==> config.mk <==
export PLATFORM = sky130hd
export DESIGN_NAME = servo_node
export DESIGN_NICKNAME = d
export VERILOG_FILES = /design/src/logic/servo_node_pkg.sv /design/src/logic/servo_node.sv
export SDC_FILE = /design/constraint.sdc
export NUM_CORES = 1
export LEC_CHECK = 0
export BUFFER_PORTS_ARGS = -buffer_cell sky130_fd_sc_hd__buf_2
export CAP_MARGIN = 20
export CELL_PAD_IN_SITES_DETAIL_PLACEMENT = 1
export CELL_PAD_IN_SITES_GLOBAL_PLACEMENT = 2
export CORE_ASPECT_RATIO = 1.1
export CORE_MARGIN = 4
export CORE_UTILIZATION = 39
export CTS_CLUSTER_SIZE = 14
export DETAILED_ROUTE_END_ITERATION = 6
export PLACE_DENSITY_LB_ADDON = 0.3
export SYNTH_ARGS = -nofsm -noshare
export SYNTH_HDL_FRONTEND = slang
export SYNTH_SLANG_ARGS = --single-unit
==> constraint.sdc <==
create_clock -name i_clk -period 3.9 [get_ports i_clk]
set_clock_uncertainty 0.1 [all_clocks]
set_input_delay 0.585 -clock i_clk [delete_from_list [all_inputs] [get_ports i_clk]]
set_output_delay 0.585 -clock i_clk [all_outputs]
set_load 0.01 [all_outputs]
==> src/logic/servo_node_pkg.sv <==
// Constants shared by the servo node network logic.
// Assumes a 40 MHz system clock and an 8N1 serial frame on the link.
`default_nettype none
package servo_node_pkg;
    // Clock rate and serial timing.
    localparam int unsigned CLK_HZ   = 40_000_000;
    localparam int unsigned BAUD     = 115_200;
    localparam int unsigned BIT_CYC  = CLK_HZ / BAUD;
    localparam int unsigned HALF_CYC = BIT_CYC / 2;
    localparam int unsigned GAP_BITS = 20;
    localparam int unsigned GAP_CYC  = GAP_BITS * BIT_CYC;
    // Drive period timing.
    localparam int unsigned PWM_HZ   = 20_000;
    localparam int unsigned PWM_CYC  = CLK_HZ / PWM_HZ;
    // Addressing.
    localparam int unsigned MAX_NODES = 32;
    localparam logic [7:0]  ADDR_RST  = 8'h00;
    // Command codes carried in the second byte of a frame.
    localparam logic [7:0] CMD_SET_ADDR = 8'h01;
    localparam logic [7:0] CMD_SET_DUTY = 8'h02;
    localparam logic [7:0] CMD_SET_CTRL = 8'h03;
    localparam logic [7:0] CMD_RD_ADC   = 8'h04;
    localparam logic [7:0] CMD_RD_POS_L = 8'h05;
    localparam logic [7:0] CMD_RD_POS_H = 8'h06;
    localparam logic [7:0] CMD_SET_ILIM = 8'h07;
    // Control byte fields and reset values.
    localparam int unsigned CTRL_AMP_BIT = 0;
    localparam int unsigned CTRL_DIR_BIT = 1;
    localparam int unsigned CTRL_ILE_BIT = 2;
    localparam logic [7:0]  DUTY_RST     = 8'h00;
    localparam logic [7:0]  ILIM_RST     = 8'hff;
    // Serial engine states.
    typedef enum logic [1:0] {
        SER_IDLE  = 2'b00,
        SER_START = 2'b01,
        SER_DATA  = 2'b10,
        SER_STOP  = 2'b11
    } ser_st_t;
endpackage
`default_nettype wire

==> src/logic/servo_node.sv <==
// Network, drive and position logic of one multidrop servo node.
// Assumes all inputs are synchronous to i_clk and the transceiver follows o_txd_oe.
// Functional notes
// - Host drives a private command line; nodes share one reply line.
// - Up to 32 nodes share the host port through chained addressing.
// - Select input high keeps node deaf and off the reply line.
// - Address is 0 after reset; only a selected node answers there.
// - Changing the address from default drives chain select output low.
// - Drive output is 20 kHz PWM with a separate direction output.
// - An amplifier enable output switches the external amplifier.
// - Analog input sampled as unsigned 8-bit value readable by command.
// - Sampled current above the limit blanks the drive output.
// - Link runs at one fixed rate up to 115200 baud.
// - Quadrature counting runs in its own unit; servo logic reads it.
// - Amplifier enable is active high.
`timescale 1ns/1ps
`default_nettype none
module servo_node (
    // Clock and reset.
    input  wire logic i_clk,
    input  wire logic i_sys_rst,
    // Serial link.
    input  wire logic i_rxd,
    output var  logic o_txd,
    output var  logic o_txd_oe,
    // Address chain.
    input  wire logic i_sel_n,
    output var  logic o_sel_out_n,
    // Amplifier.
    output var  logic o_pwm,
    output var  logic o_dir,
    output var  logic o_amp_en,
    // Analog sample and encoder.
    input  wire logic [7:0] i_adc_data,
    input  wire logic       i_adc_valid,
    input  wire logic       i_enc_a,
    input  wire logic       i_enc_b
);
    import servo_node_pkg::*;

    localparam logic [8:0]  BIT_C  = 9'(BIT_CYC - 1);
    localparam logic [8:0]  HALF_C = 9'(HALF_CYC - 1);
    localparam logic [12:0] GAP_C  = 13'(GAP_CYC);
    localparam logic [10:0] PWM_C  = 11'(PWM_CYC - 1);

    // Receiver state.
    ser_st_t     rx_st_q, rx_st_d;
    logic [8:0]  rx_cnt_q, rx_cnt_d;
    logic [2:0]  rx_bit_q, rx_bit_d;
    logic [7:0]  rx_sh_q, rx_sh_d;
    logic        rx_vld_q, rx_vld_d;

    // Receiver: samples mid-bit at the fixed link rate.
    always_comb begin
        rx_st_d  = rx_st_q;
        rx_cnt_d = rx_cnt_q;
        rx_bit_d = rx_bit_q;
        rx_sh_d  = rx_sh_q;
        rx_vld_d = 1'b0;
        case (rx_st_q)
            SER_IDLE: begin
                if (!i_rxd) begin
                    rx_st_d  = SER_START;
                    rx_cnt_d = HALF_C;
                end
            end
            SER_START: begin
                if (rx_cnt_q != 9'h000) begin
                    rx_cnt_d = rx_cnt_q - 9'h001;
                end else if (i_rxd) begin
                    rx_st_d = SER_IDLE; // A glitch, not a start bit.
                end else begin
                    rx_st_d  = SER_DATA;
                    rx_cnt_d = BIT_C;
                    rx_bit_d = 3'h0;
                end
            end
            SER_DATA: begin
                if (rx_cnt_q != 9'h000) begin
                    rx_cnt_d = rx_cnt_q - 9'h001;
                end else begin
                    rx_sh_d  = {i_rxd, rx_sh_q[7:1]};
                    rx_cnt_d = BIT_C;
                    rx_bit_d = rx_bit_q + 3'h1;
                    if (rx_bit_q == 3'h7) begin
                        rx_st_d = SER_STOP;
                    end
                end
            end
            SER_STOP: begin
                if (rx_cnt_q != 9'h000) begin
                    rx_cnt_d = rx_cnt_q - 9'h001;
                end else begin
                    rx_st_d  = SER_IDLE;
                    rx_vld_d = i_rxd; // A bad stop bit drops the byte.
                end
            end
            default: rx_st_d = SER_IDLE;
        endcase
    end

    always_ff @(posedge i_clk) begin
        if (i_sys_rst) begin
            rx_st_q  <= SER_IDLE;
            rx_cnt_q <= 9'h000;
            rx_bit_q <= 3'h0;
            rx_sh_q  <= 8'h00;
            rx_vld_q <= 1'b0;
        end else begin
            rx_st_q  <= rx_st_d;
            rx_cnt_q <= rx_cnt_d;
            rx_bit_q <= rx_bit_d;
            rx_sh_q  <= rx_sh_d;
            rx_vld_q <= rx_vld_d;
        end
    end

    // Quadrature counting unit, kept apart from command handling.
    logic [1:0]  enc_q, enc_d;
    logic [15:0] pos_q, pos_d;

    // Each valid Gray step moves the count by one; double steps are ignored.
    always_comb begin
        enc_d = {i_enc_a, i_enc_b};
        pos_d = pos_q;
        case ({enc_q, enc_d})
            4'b0001, 4'b0111, 4'b1110, 4'b1000: pos_d = pos_q + 16'h0001;
            4'b0010, 4'b1011, 4'b1101, 4'b0100: pos_d = pos_q - 16'h0001;
            default: pos_d = pos_q;
        endcase
    end

    always_ff @(posedge i_clk) begin
        if (i_sys_rst) begin
            enc_q <= 2'b00;
            pos_q <= 16'h0000;
        end else begin
            enc_q <= enc_d;
            pos_q <= pos_d;
        end
    end

    // Command state.
    logic [1:0]  idx_q, idx_d;
    logic [12:0] gap_q, gap_d;
    logic [7:0]  fa_q, fa_d;
    logic [7:0]  fc_q, fc_d;
    logic [7:0]  addr_q, addr_d;
    logic        sel_out_n_q, sel_out_n_d;
    logic [7:0]  duty_q, duty_d;
    logic [7:0]  ctrl_q, ctrl_d;
    logic [7:0]  ilim_q, ilim_d;
    logic [7:0]  adc_q, adc_d;
    logic        rep_go_q, rep_go_d;
    logic [7:0]  rep_q, rep_d;

    // Frame is address, command, data; a long gap restarts framing.
    always_comb begin
        idx_d       = idx_q;
        gap_d       = gap_q;
        fa_d        = fa_q;
        fc_d        = fc_q;
        addr_d      = addr_q;
        sel_out_n_d = sel_out_n_q;
        duty_d      = duty_q;
        ctrl_d      = ctrl_q;
        ilim_d      = ilim_q;
        adc_d       = i_adc_valid ? i_adc_data : adc_q;
        rep_go_d    = 1'b0;
        rep_d       = rep_q;
        if (gap_q != 13'h0000) begin
            gap_d = gap_q - 13'h0001;
        end else begin
            idx_d = 2'h0;
        end
        if (i_sel_n) begin
            idx_d = 2'h0; // A deselected node hears nothing.
        end else if (rx_vld_q) begin
            gap_d = GAP_C;
            case (idx_q)
                2'h0: begin
                    fa_d  = rx_sh_q;
                    idx_d = 2'h1;
                end
                2'h1: begin
                    fc_d  = rx_sh_q;
                    idx_d = 2'h2;
                end
                default: begin
                    idx_d = 2'h0;
                    if (fa_q == addr_q) begin
                        rep_go_d = 1'b1;
                        rep_d    = addr_q;
                        case (fc_q)
                            CMD_SET_ADDR: begin
                                addr_d = rx_sh_q;
                                rep_d  = rx_sh_q;
                                if (rx_sh_q != ADDR_RST) begin
                                    sel_out_n_d = 1'b0; // Frees the next node.
                                end
                            end
                            CMD_SET_DUTY: duty_d = rx_sh_q;
                            CMD_SET_CTRL: ctrl_d = rx_sh_q;
                            CMD_SET_ILIM: ilim_d = rx_sh_q;
                            CMD_RD_ADC:   rep_d  = adc_q;
                            CMD_RD_POS_L: rep_d  = pos_q[7:0];
                            CMD_RD_POS_H: rep_d  = pos_q[15:8];
                            default:      rep_go_d = 1'b0;
                        endcase
                    end
                end
            endcase
        end
    end

    always_ff @(posedge i_clk) begin
        if (i_sys_rst) begin
            idx_q       <= 2'h0;
            gap_q       <= 13'h0000;
            fa_q        <= 8'h00;
            fc_q        <= 8'h00;
            addr_q      <= ADDR_RST;
            sel_out_n_q <= 1'b1;
            duty_q      <= DUTY_RST;
            ctrl_q      <= 8'h00;
            ilim_q      <= ILIM_RST;
            adc_q       <= 8'h00;
            rep_go_q    <= 1'b0;
            rep_q       <= 8'h00;
        end else begin
            idx_q       <= idx_d;
            gap_q       <= gap_d;
            fa_q        <= fa_d;
            fc_q        <= fc_d;
            addr_q      <= addr_d;
            sel_out_n_q <= sel_out_n_d;
            duty_q      <= duty_d;
            ctrl_q      <= ctrl_d;
            ilim_q      <= ilim_d;
            adc_q       <= adc_d;
            rep_go_q    <= rep_go_d;
            rep_q       <= rep_d;
        end
    end

    // Transmitter state.
    ser_st_t     tx_st_q, tx_st_d;
    logic [8:0]  tx_cnt_q, tx_cnt_d;
    logic [2:0]  tx_bit_q, tx_bit_d;
    logic [7:0]  tx_sh_q, tx_sh_d;
    logic        txd_q, txd_d;
    logic        oe_q, oe_d;

    // Replies go on the shared line; the driver is on only for the reply frame.
    always_comb begin
        tx_st_d  = tx_st_q;
        tx_cnt_d = tx_cnt_q;
        tx_bit_d = tx_bit_q;
        tx_sh_d  = tx_sh_q;
        txd_d    = txd_q;
        oe_d     = oe_q;
        if (tx_st_q != SER_IDLE && tx_cnt_q != 9'h000) begin
            tx_cnt_d = tx_cnt_q - 9'h001;
        end else begin
            tx_cnt_d = BIT_C;
            case (tx_st_q)
                SER_IDLE: begin
                    txd_d = 1'b1;
                    oe_d  = 1'b0;
                    // A reply due while one is still going out is dropped.
                    if (rep_go_q && !i_sel_n) begin
                        tx_st_d = SER_START;
                        tx_sh_d = rep_q;
                        txd_d   = 1'b0;
                        oe_d    = 1'b1;
                    end
                end
                SER_START: begin
                    tx_st_d  = SER_DATA;
                    tx_bit_d = 3'h0;
                    txd_d    = tx_sh_q[0];
                end
                SER_DATA: begin
                    tx_bit_d = tx_bit_q + 3'h1;
                    tx_sh_d  = {1'b1, tx_sh_q[7:1]};
                    txd_d    = tx_sh_q[1];
                    if (tx_bit_q == 3'h7) begin
                        tx_st_d = SER_STOP;
                        txd_d   = 1'b1;
                    end
                end
                SER_STOP: begin
                    tx_st_d = SER_IDLE;
                    oe_d    = 1'b0;
                end
                default: tx_st_d = SER_IDLE;
            endcase
        end
    end

    always_ff @(posedge i_clk) begin
        if (i_sys_rst) begin
            tx_st_q  <= SER_IDLE;
            tx_cnt_q <= 9'h000;
            tx_bit_q <= 3'h0;
            tx_sh_q  <= 8'h00;
            txd_q    <= 1'b1;
            oe_q     <= 1'b0;
        end else begin
            tx_st_q  <= tx_st_d;
            tx_cnt_q <= tx_cnt_d;
            tx_bit_q <= tx_bit_d;
            tx_sh_q  <= tx_sh_d;
            txd_q    <= txd_d;
            oe_q     <= oe_d;
        end
    end

    // Drive state.
    logic [10:0] pwm_cnt_q, pwm_cnt_d;
    logic        blank_q, blank_d;
    logic        pwm_q, pwm_d;
    logic        dir_q, dir_d;
    logic        amp_q, amp_d;

    // Duty times eight sets the high time, so duties from 250 up give 100 percent.
    always_comb begin
        pwm_cnt_d = (pwm_cnt_q == PWM_C) ? 11'h000 : pwm_cnt_q + 11'h001;
        blank_d   = blank_q;
        // Overcurrent blanks the rest of the period; it wins over the period-end clear,
        // so blanking holds until the first period end that comes with no fault.
        if (ctrl_q[CTRL_ILE_BIT] && adc_q > ilim_q) begin
            blank_d = 1'b1;
        end else if (pwm_cnt_q == PWM_C) begin
            blank_d = 1'b0;
        end
        pwm_d = (pwm_cnt_q < {duty_q, 3'b000}) && !blank_d && ctrl_q[CTRL_AMP_BIT];
        dir_d = ctrl_q[CTRL_DIR_BIT];
        amp_d = ctrl_q[CTRL_AMP_BIT]; // One enables the amplifier.
    end

    always_ff @(posedge i_clk) begin
        if (i_sys_rst) begin
            pwm_cnt_q <= 11'h000;
            blank_q   <= 1'b0;
            pwm_q     <= 1'b0;
            dir_q     <= 1'b0;
            amp_q     <= 1'b0;
        end else begin
            pwm_cnt_q <= pwm_cnt_d;
            blank_q   <= blank_d;
            pwm_q     <= pwm_d;
            dir_q     <= dir_d;
            amp_q     <= amp_d;
        end
    end

    // All outputs come straight from flip-flops.
    assign o_txd       = txd_q;
    assign o_txd_oe    = oe_q;
    assign o_sel_out_n = sel_out_n_q;
    assign o_pwm       = pwm_q;
    assign o_dir       = dir_q;
    assign o_amp_en    = amp_q;
endmodule // servo_node
`default_nettype wire

# Word-level counts from Yosys, hierarchy flattened
# Index checks and enable logic that the tools add are counted.
# Widths: inputs -> output; s select.
[word_totals] reg_bits=156 latch_bits=0 mem_bits_rw=0 mem_bits_ro=0 inputBits=15 output_inout_bits=6 word_cells=172 memories=0
[op_classes] addsub=8 n_mul=0 div_mod_pow=0 order_cmp=2 eq_ne=37 n_shift=0 mux=40 n_bitwise=7 n_reduce_logical=47
[op_table] cell="$mux 9" n=6
[op_table] cell="$mux 13" n=3
[op_table] cell="$pmux 9 s4" n=1
[op_table] cell="$eq 8x3->1 const B" n=4
[op_table] cell="$pmux 16 s2" n=1
[op_table] cell="$pmux 8 s4" n=1
[op_table] cell="$reduce_and 5->1" n=5
[op_table] cell="$mux 2" n=10
[op_table] cell="$ne 2x2->1 const B" n=10
[op_table] cell="$reduce_bool 9->1" n=2
[op_table] cell="$sub 9x1->9 const B" n=2
[op_table] cell="$add 16x1->16 const B" n=1
[op_table] cell="$eq 4x4->1 const B" n=4
[op_table] cell="$eq 8x2->1 const B" n=2
[op_table] cell="$pmux 2 s4" n=2
[op_table] cell="$pmux 8 s2" n=1
[op_table] cell="$sub 16x1->16 const B" n=1
[op_table] cell="$reduce_and 3->1" n=5
[op_table] cell="$reduce_bool 13->1" n=1
[op_table] cell="$sub 13x1->13 const B" n=1
[op_table] cell="$pmux 3 s2" n=2
[op_table] cell="$reduce_bool 2->1" n=6
[op_table] cell="$add 11x1->11 const B" n=1
[op_table] cell="$eq 11x11->1 const B" n=1
[op_table] cell="other kinds (32)" n=68

# Logic depth before layout (Yosys ltp)
# Gate-level depths: netlist of run 1.
[logic_depth] ltp_word=6 depth_mapped=10 ltp_nobuf=10

# Worst setup path before layout of run 1
# OpenSTA, ideal clock, no wires.
[synth_timing] path_kind="input-to-reg" start="input port i_enc_a" end="register pos_q[12]" setup_ns=0.086 t_arrival_ns=2.918 t_required_ns=3.714 setup_slack_ns=0.797 stages=10 n_path_buf=0 path_cell_list="xnor2_1 -> nor2_1 -> inv_1 -> fa_1 -> nand2b_1 -> a21oi_1 -> o21ai_0 -> a31oi_1 -> xnor2_1 -> a211oi_1"
[synth_via] elab_chain_len=3 elab_cells_between_ends=12 cone_classes="eq/ne (8); mux (1); reduce/logical (3)"
[synth_lines] element="start: declaration" line_no="servo_node.sv:36" text="input wire logic i_enc_a,"
[synth_lines] element="$eq 4x2->1, or another cell as far along" line_no="servo_node.sv:126" text="case ({enc_q, enc_d})"
[synth_lines] element="$reduce_or 4->1" line_no="servo_node.sv:126"
[synth_lines] element="$pmux 16 s2 / $reduce_bool 2->1 (equally long branches)"
[synth_lines] element="end signal: assignment" line_no="servo_node.sv:139" text="pos_q <= pos_d;"
[synth_lines] element="end: declaration" line_no="servo_node.sv:120" text="logic [15:0] pos_q, pos_d;"
# Parallel ways exist; a longest one is shown, timed or not.
# A chain may end at the register's enable or synchronous reset.

# Worst setup path in the final report of run 1
[layout_timing] start="register enc_q[0]" end="register pos_q[13]"
[layout_via] elab_chain_len=3 elab_cells_between_ends=12 cone_classes="eq/ne (8); mux (1); reduce/logical (3)"
[layout_lines] element="start: declaration" line_no="servo_node.sv:119" text="logic [1:0] enc_q, enc_d;"
[layout_lines] element="start signal: assignment" line_no="servo_node.sv:138" text="enc_q <= enc_d;"
[layout_lines] element="$eq 4x2->1, or another cell as far along" line_no="servo_node.sv:126"
[layout_lines] element="$reduce_or 4->1" line_no="servo_node.sv:126"
[layout_lines] element="$pmux 16 s2 / $reduce_bool 2->1 (equally long branches)"
# Parallel ways exist; a longest one is shown, timed or not.

==> run summary, run 1 <==
For this block, the routed nets add up to 20.0 mm of wire. The cell seen most often among critical-path stages was o21ai_0. The share of the synthesized netlist area taken by xor and xnor gates is 4.84%, and the largest incremental delay on the critical path is 0.38 ns.

Of the total synthesized cell area, the portion taken by full adders, half adders and majority gates is 7.94%. For the final number of hold-violating endpoints, the log shows 0. The weighted congestion reported at the end of routability-driven placement is 0.784.

The termination of the worst setup path is pos_q[13]. The layout has 2,400 filler cells. The sum of negative setup slack was 0 ns.

The worst register-to-register path has a depth of 10. After synthesis, the most frequently instantiated cells are 156 x dfxtp_1, 108 x nor2_1, 102 x nand2_1, 94 x a21oi_1, 49 x ha_1. For the detailed placer's ending HPWL, the log shows 14.2 mm. The netlist uses 68 different library cells.

For this design, the slowest cell found on the critical path is o21ai_0. Of the post-synthesis cell area, the dominant cell type holds 39.2%. The tools report the number of detailed-routing iterations run before antenna repair as 4.

Summing the areas of all and, or, nand and nor instances in the mapped netlist gives 21.7% of the synthesized area. The worst setup path startpoint was enc_q[0]. In the synthesized netlist, mux cells make up 4.41% of the area. From left edge to right edge, the die measures 144 um. Via count of the first global-routing pass: 6,593. The worst register-to-register path begins at enc_q[0]. Walking the worst path, the cells encountered are xnor2_1 -> nor2_1 -> buf_4 -> ha_1 -> o211ai_1 -> o21ai_0 -> a311oi_1 -> o31ai_1 -> mux2i_1 -> o21ai_0. The clock net in this run drives a total of 156 sinks. For this block, the initial DRC count from the detailed router was 273.

The count of hold-fix buffers inserted at cts is 0. The share of total power in combinational logic was 19.4%; the fraction of power spent switching nets was 29.4%. Total instance count after detailed placement: 1,176. The clock-pin slew of the registers on the worst-case setup and hold paths is 0.07 ns, and the final setup slack of the worst path is 1.00 ns.

The boundary pin count was 21; the net load switching power was 1.34 mW. The clock passes through at most 2 buffers. The synthesized netlist devotes 17.4% of its cell area to compound gates. The final critical-path required period works out to 2.90 ns. The run finished with clean final reports.

Counting flops with a built-in enable in the synthesized netlist gives 0. The total leakage power came out at 3.49 nW. The number of antenna-violating nets in the routed design is 0, and the clock buffer count from CTS is 17.

The worst register-to-register path ends at pos_q[13]. The share of total power dissipated in sequential elements is 39.7%. Yosys instantiated no cell more often than dfxtp_1.

The remaining global-route overflow was 0. The cell sitting at the root of the clock tree is a clkbuf_16. Setup repair after global routing left no endpoint under its margin.

The number of vias per cell after detailed routing came out at 5.45. The count of pins over their slew limit was 0; the routed wire length per instance was 16.6 um. In the global route stage, overall resource usage came out at 18.2%. After layout, the worst path uses 74.4% of the clock period. By area, the combinational part of the netlist is dominated by simple AND/OR/NAND/NOR gates. At the pin with the least slew margin, the transition time is 0.876 ns. The die covers 22,800 um^2. The tools report the achievable clock frequency as 345 MHz. The worst-case IR drop observed on VDD is 0.000297 V. Buffers placed on the I/O ports in this run total 20. Counting flops with an async set or reset pin after synthesis yields a share of 0%. For the worst setup path, the data arrival time is 3.10 ns. Number of antenna violations at the first check in global routing: 0. The share of the Yosys chip area taken by registers is 39.2%. The setup path with the least slack is of type reg -> reg. The layout overhead on the synthesized area works out to 11.4%. The logs give 41.0% for the relative contribution of the clock network to total power and 0.43 ns for the worst-skew pair later-pin latency.

The number of rows in the core area was 54; the fraction of layout instances using a drive strength above 1 was 9.00%. When the netlist entered floorplanning its net count stood at 1,013. The top flip-flop cell by instance count after synthesis is dfxtp_1. The first global-routing pass estimated 33.4 mm of wire. At the worst endpoint, the required time is 4.10 ns. The cell-internal power came out at 3.22 mW. The detailed-route via count was 6,584. The worst setup path is launched from a flop. TritonCTS built the clock tree. In this run the vertical extent of the chip is 158 um. For the remaining max-slew budget at the tightest pin, the log shows 41.2%.

Across the run, the number of max-cap violations was 0. The initial core utilization was 39.9%; the worst setup slack for register-to-register paths was 1.0 ns. The worst setup path is captured at a flop.

Post-CTS repair changed the size of 0 cells. The number of antenna diodes was 0; the total setup violations reported at the end of the flow was 0. After detailed routing, the number of remaining DRC violations is 0. The largest net degree at the start of global routing is 78, and the worst hold slack is 0.286 ns. The H-tree generated during clock tree synthesis spans 4 levels. In the post-synthesis netlist, the biggest area contributors are dfxtp_1 39%, ha_1 7.7%, a21oi_1 5.9%. For this design the ratio of total power to cell area is 513 nW/um^2. The kind of path behind the tightest hold check is in -> reg. Summing every instance area after synthesis gives 7970 um^2.

The core region is 20,000 um^2. Final instance count without filler cells: 1,208. The number of buffers inserted by post-CTS setup repair is 0. Along the worst path, the maximum fanout reaches 16. The cell count after synthesis came out at 948. Counting flops and latches in the post-synthesis netlist gives 156. The warning count from the yosys run is 0.

The tools report the final layout net count as 1,008. Timing analysis after detailed placement gives a worst setup slack of 0.622 ns. Of all cell types, the one taking the most synthesized area is dfxtp_1.

Post-synthesis area per instance: 8.41 um^2.
==> state kept, by name (all words and copies together) (netlist names), 2 cells and up, named ones only <==
register and flops:
gap_q 13, rep_q 8, tx_st_q 2, tx_cnt_q 9, fc_q 8, tx_sh_q 8
pwm_cnt_q 11, rx_cnt_q 9, rx_sh_q 8, adc_q 8, duty_q 8, idx_q 2
pos_q 16, rx_bit_q 3, fa_q 8, ctrl_q 3, ilim_q 8, tx_bit_q 3
enc_q 2, addr_q 8
==> stage by stage <==
step / util, % / power [mW] / area, um^2
2_1_floorplan: - / 2.51 / 7970
3_3_place_gp: 41.1 / 2.71 / 8220
3_5_place_dp: 41.1 / 2.73 / 8220
4_1_cts: 44.4 / 4.62 / 8880
5_1_grt: 44.4 / 4.81 / 8880
6_report: 44.4 / 4.56 / 8880
==> logic make-up after synthesis <==
logic type	count (synthesis)
AO/OA/AOI/OAI	223
AND/OR/NAND/NOR	352
buffers and inverters	88
XOR/XNOR	44
flip-flops	156
multiplexers	35
adder cells (fa/ha/maj)	50
==> routing by layer <==
metal  GRT usage, %  part of all wire (%)  up-vias
li1               -                     -     3325
met1           23.1                    47     3174
met2           31.6                    50       60
met3           2.96                   2.0       25
met4           5.55                   1.5        0
met5              0                     0        -
==> cells in the final DEF, fill, tap and decap left out, types with 11 or more instances in the layout <==
master / instances
dfxtp_1: 156
nor2_1: 108
nand2_1: 102
a21oi_1: 94
ha_1: 49
o21ai_0: 40
inv_1: 37
mux2i_1: 34
xnor2_1: 29
nand3_1: 28
nor3_1: 25
buf_2: 19
nor2b_1: 17
a211oi_1: 17
clkbuf_16: 17
xor2_1: 15
nand2b_1: 12
o211ai_1: 12
a22oi_1: 11
==> area by class of cell <==
class | count | area (um^2) | share of cell area, %
Clock inverter | 13 | 211 | 2.38
Clock buffer | 19 | 453 | 5.10
Multi-Input combinational cell | 704 | 4480 | 50.5
Tap cell | 252 | 315 | 3.55
Timing Repair Buffer | 27 | 155 | 1.75
Inverter | 37 | 139 | 1.56
Sequential cell | 156 | 3120 | 35.2
==> critical path, delay by kind of cell (launching register included) <==
kind,cells,cell delay (ns)
multiplexers,1,0.22
AND/OR/NAND/NOR,1,0.09
adder cells (fa/ha/maj),1,0.36
XOR/XNOR,1,0.32
AO/OA/AOI/OAI,5,1.16
buffers and inverters,1,0.21
flip-flops,1,0.32
==> power groups by stage <==
| stage | Clock [mW] | Sequential (mW) | Combinational [mW] |
|---|---|---|---|
| 2_1_floorplan | 0 | 1.81 | 0.707 |
| 6_report | 1.87 | 1.81 | 0.883 |
| 4_1_cts | 1.92 | 1.81 | 0.892 |
| 3_5_place_dp | 0 | 1.84 | 0.884 |
| 3_3_place_gp | 0 | 1.84 | 0.873 |
| 5_1_grt | 1.98 | 1.82 | 1.01 |
==> worst min path at each step <==
stage / cells past startpoint / start / to
after global placement: 1 / pwm_cnt_q[0] / pwm_cnt_q[0]
after global routing: 2 / i_enc_a / enc_q[1]
after floorplan: 1 / pwm_cnt_q[0] / pwm_cnt_q[0]
after CTS: 3 / i_adc_data[3] / adc_q[3]
final: 3 / i_adc_data[3] / adc_q[3]
after detailed placement: 1 / pwm_cnt_q[0] / pwm_cnt_q[0]
(Power assumes the default switching activity.)
==> run 2, diff against run 1 <==
Clock period 3.9 ns to 2.93 ns, I/O delays scaled along.
==> run 2 against run 1 <==
Clock power rose by 24%. Combinational power rose by 38%. Die area did not move. Largest power group is now sequential cells. Flip-flop and latch count did not move.
==> run summary, run 2 (synthesized netlist as in run 1, its figures left out) <==
After floorplanning, the core was sized to cover 20,000 um^2. In the global route stage, overall resource usage came out at 18.9%. The number of violations of the max-capacitance limit was 0; the layout overhead on the synthesized area was 12.5%. The number of antenna violations at the first check in global routing came out at 0. The via count of the first global-routing pass was 6,856. Data arrives at the worst endpoint at 2.86 ns. The min-delay analysis places its worst path in the category in -> reg. The chip width works out to 144 um. Using the TritonRoute via totals, the vias-per-cell ratio works out to 5.45.

The critical path goes through xor2_2 -> nor2_2 -> buf_4 -> ha_1 -> o211ai_1 -> o21ai_0 -> a311oi_1 -> o31ai_1 -> mux2i_1 -> o21ai_0. The run gives 4490 um^2 as the multi-input logic area. The endpoint identified for the worst register-to-register timing path is pos_q[13]. The tools report the final number of hold-violating endpoints as 0.

Leaving out fill and tap cells, the most frequent cells in the layout are 156 x dfxtp_1, 107 x nor2_1, 102 x nand2_1. Remaining max-slew budget at the tightest pin: 42.8%. The total routed wirelength came out at 20.4 mm. The total overflow left after global routing is 0. OpenSTA, run right after detailed placement, puts the worst setup slack at -0.0728 ns. The cell seen most often among critical-path stages was o21ai_0. Counting along the longest clock path gives a buffer depth of 2. The final period utilization was 91.1%; the initial core utilization was 39.9%. The run gives 8350 um^2 as the instance area at placement. The count of buffers added on input and output ports is 20. In the final design database the tool counted 1,025 nets. The logs give 0 for the total DRC errors in the routed layout and 3120 um^2 for the sequential cell area.

The detailed placer's ending HPWL was 14.6 mm; the count of filler cells inserted in the layout was 2,386. The number of detailed-routing iterations run before antenna repair came out at 4. Counting the buffers created by CTS gives 17. Number of clock sinks seen by CTS: 156. The tools report the clock root buffer master as clkbuf_16. The most common cell after layout, fill and taps aside was dfxtp_1. In this run the static leakage power is 3.54 nW. Measured in cells, the most critical reg-to-reg path has a length of 10. For the post-route cell area, the log shows 8960 um^2. Pin placement for this block handled 21 I/O pins. The kind of capture point of the worst setup path was a flop. The startpoint of the worst-slack reg-to-reg timing path was enc_q[1]. The slowest stage of the critical path belongs to the cell dfxtp_1.

TritonCTS built the clock tree. In the final layout, the registers with the most flip-flops are pos_q: 16 flops, gap_q: 13 flops, pwm_cnt_q: 11 flops. The tools report the startpoint of the worst hold path as i_sel_n. The worst hold path passes through 2 cells. The number of H-tree levels is 4, and the final critical-path required period is 2.67 ns. On the final layout, the worst hold slack is 0.147 ns.

The repair_antennas step left the layout with diodes totalling 0. For the worst-skew pair, the clock arrives at the later sink with an insertion delay of 0.43 ns. Cells with a size suffix above 1 make up 10.5% of the layout. The worst setup slack for register-to-register paths was 0.26 ns; the required arrival time at the worst endpoint was 3.12 ns.

The type of origin of the critical path is a flop. The critical path is of the reg -> reg type. The tools report the number of rows in the core area as 54.

The routed layout has 6,669 vias. Buffers added to address setup during post-CTS repair amount to 0. The largest incremental delay on the critical path works out to 0.40 ns. Derived from the worst setup path, the maximum achievable clock frequency is 375 MHz.

The logs give 22,800 um^2 for the die footprint and 34.4 mm for the global-route wire length before repair. The final core area utilization is 44.8%. Once detail routing completed, the nets flagged for antenna violations numbered 0. For the pin with the worst max-slew slack, the measured transition is 0.858 ns.

The flow ran to the end, and the final reports show no timing, DRC or antenna violations. The register with the most flip-flops in the layout has 16 of them. More flip-flops sit in one register than any other, and that register is pos_q.

Power density over the cells: 662 nW/um^2. Setup slack closes at 0.260 ns. The highest fanout seen on the critical path came out at 6. The total setup violations reported at the end of the flow was 0; the routed wire length per instance was 16.6 um. The die is 158 um tall. At the end of routability-driven placement, the weighted congestion stood at 0.781.

The number of DRC violations after detailed-routing iteration 0 was 198; the largest net degree at the start of global routing was 78. The tools report the count of pins over their slew limit as 0. Clock-pin slew was measured on the worst setup and hold paths at 0.06 ns. The maximum resistive drop on vdd is 0.000385 V. For the sum of negative setup slack, the log shows 0 ns. The tools report the worst hold path endpoint as idx_q[1].
run 2: changes by cell type in the layout (fill, tap and decap cells not counted), sizes merged:
cell      before  now
clkinv         4    3
clkinvlp       1    2
inv           40   38
buf           27   44
bufinv         5    3
clkbuf        19   22
run 2: final cells by class:
class	count	area share [%]
repair buffers	44	3.15
flip-flops and latches	156	34.8
multi-input cells	704	50.1
clock buffers	22	5.29
inverters	37	1.55
well taps	252	3.52
clock inverters	9	1.52
run 2: per-stage QoR:
step           instances  total power, mW
2_1_floorplan        948             3.35
3_3_place_gp        1193             3.66
3_5_place_dp        1193             3.68
4_1_cts             1224             6.02
5_1_grt             1224             6.29
6_report            1224             5.93
run 2: repair_timing:
item / in CTS / in global routing
gates resized for setup: 0 / 2
hold buffers: 0 / 0
endpoints found under the setup margin: 0 / 3
run 2: power by group:
part / leakage [nW] / switching, mW / internal [mW] / total (mW)
clock network: 0.293 / 0.899 / 1.41 / 2.31
registers: 1.27 / 0.146 / 2.26 / 2.41
logic: 1.98 / 0.725 / 0.494 / 1.22
total: 3.54 / 1.77 / 4.16 / 5.93
run 2: worst max path at each step:
| stage | from | to | cells after the start |
|---|---|---|---|
| 5_1_grt | enc_q[1] | pos_q[13] | 10 |
| 3_3_place_gp | i_enc_b | pos_q[12] | 11 |
| 3_5_place_dp | i_enc_b | pos_q[12] | 11 |
| 6_report | enc_q[1] | pos_q[13] | 10 |
| 2_1_floorplan | i_enc_a | pos_q[12] | 10 |
| 4_1_cts | enc_q[1] | pos_q[12] | 10 |
run 2: worst max-delay path, delay by kind of cell (launching register included):
kind,cells,cell delay [ns]
AO/OA/AOI/OAI,5,0.96
flip-flops,1,0.40
adder cells (fa/ha/maj),1,0.35
XOR/XNOR,1,0.24
multiplexers,1,0.20
buffers and inverters,1,0.18
AND/OR/NAND/NOR,1,0.10
run 2: metal layers:
layer  vias to the layer above  wire length, um  track usage, %  part of all wire, %
met5                         -                0               0                    0
met4                         0              342            5.60                  1.7
met3                        27              404            3.29                  2.0
met2                        50             9940            32.3                   49
met1                      3232             9670            24.2                   47
li1                       3360                -               -                    -
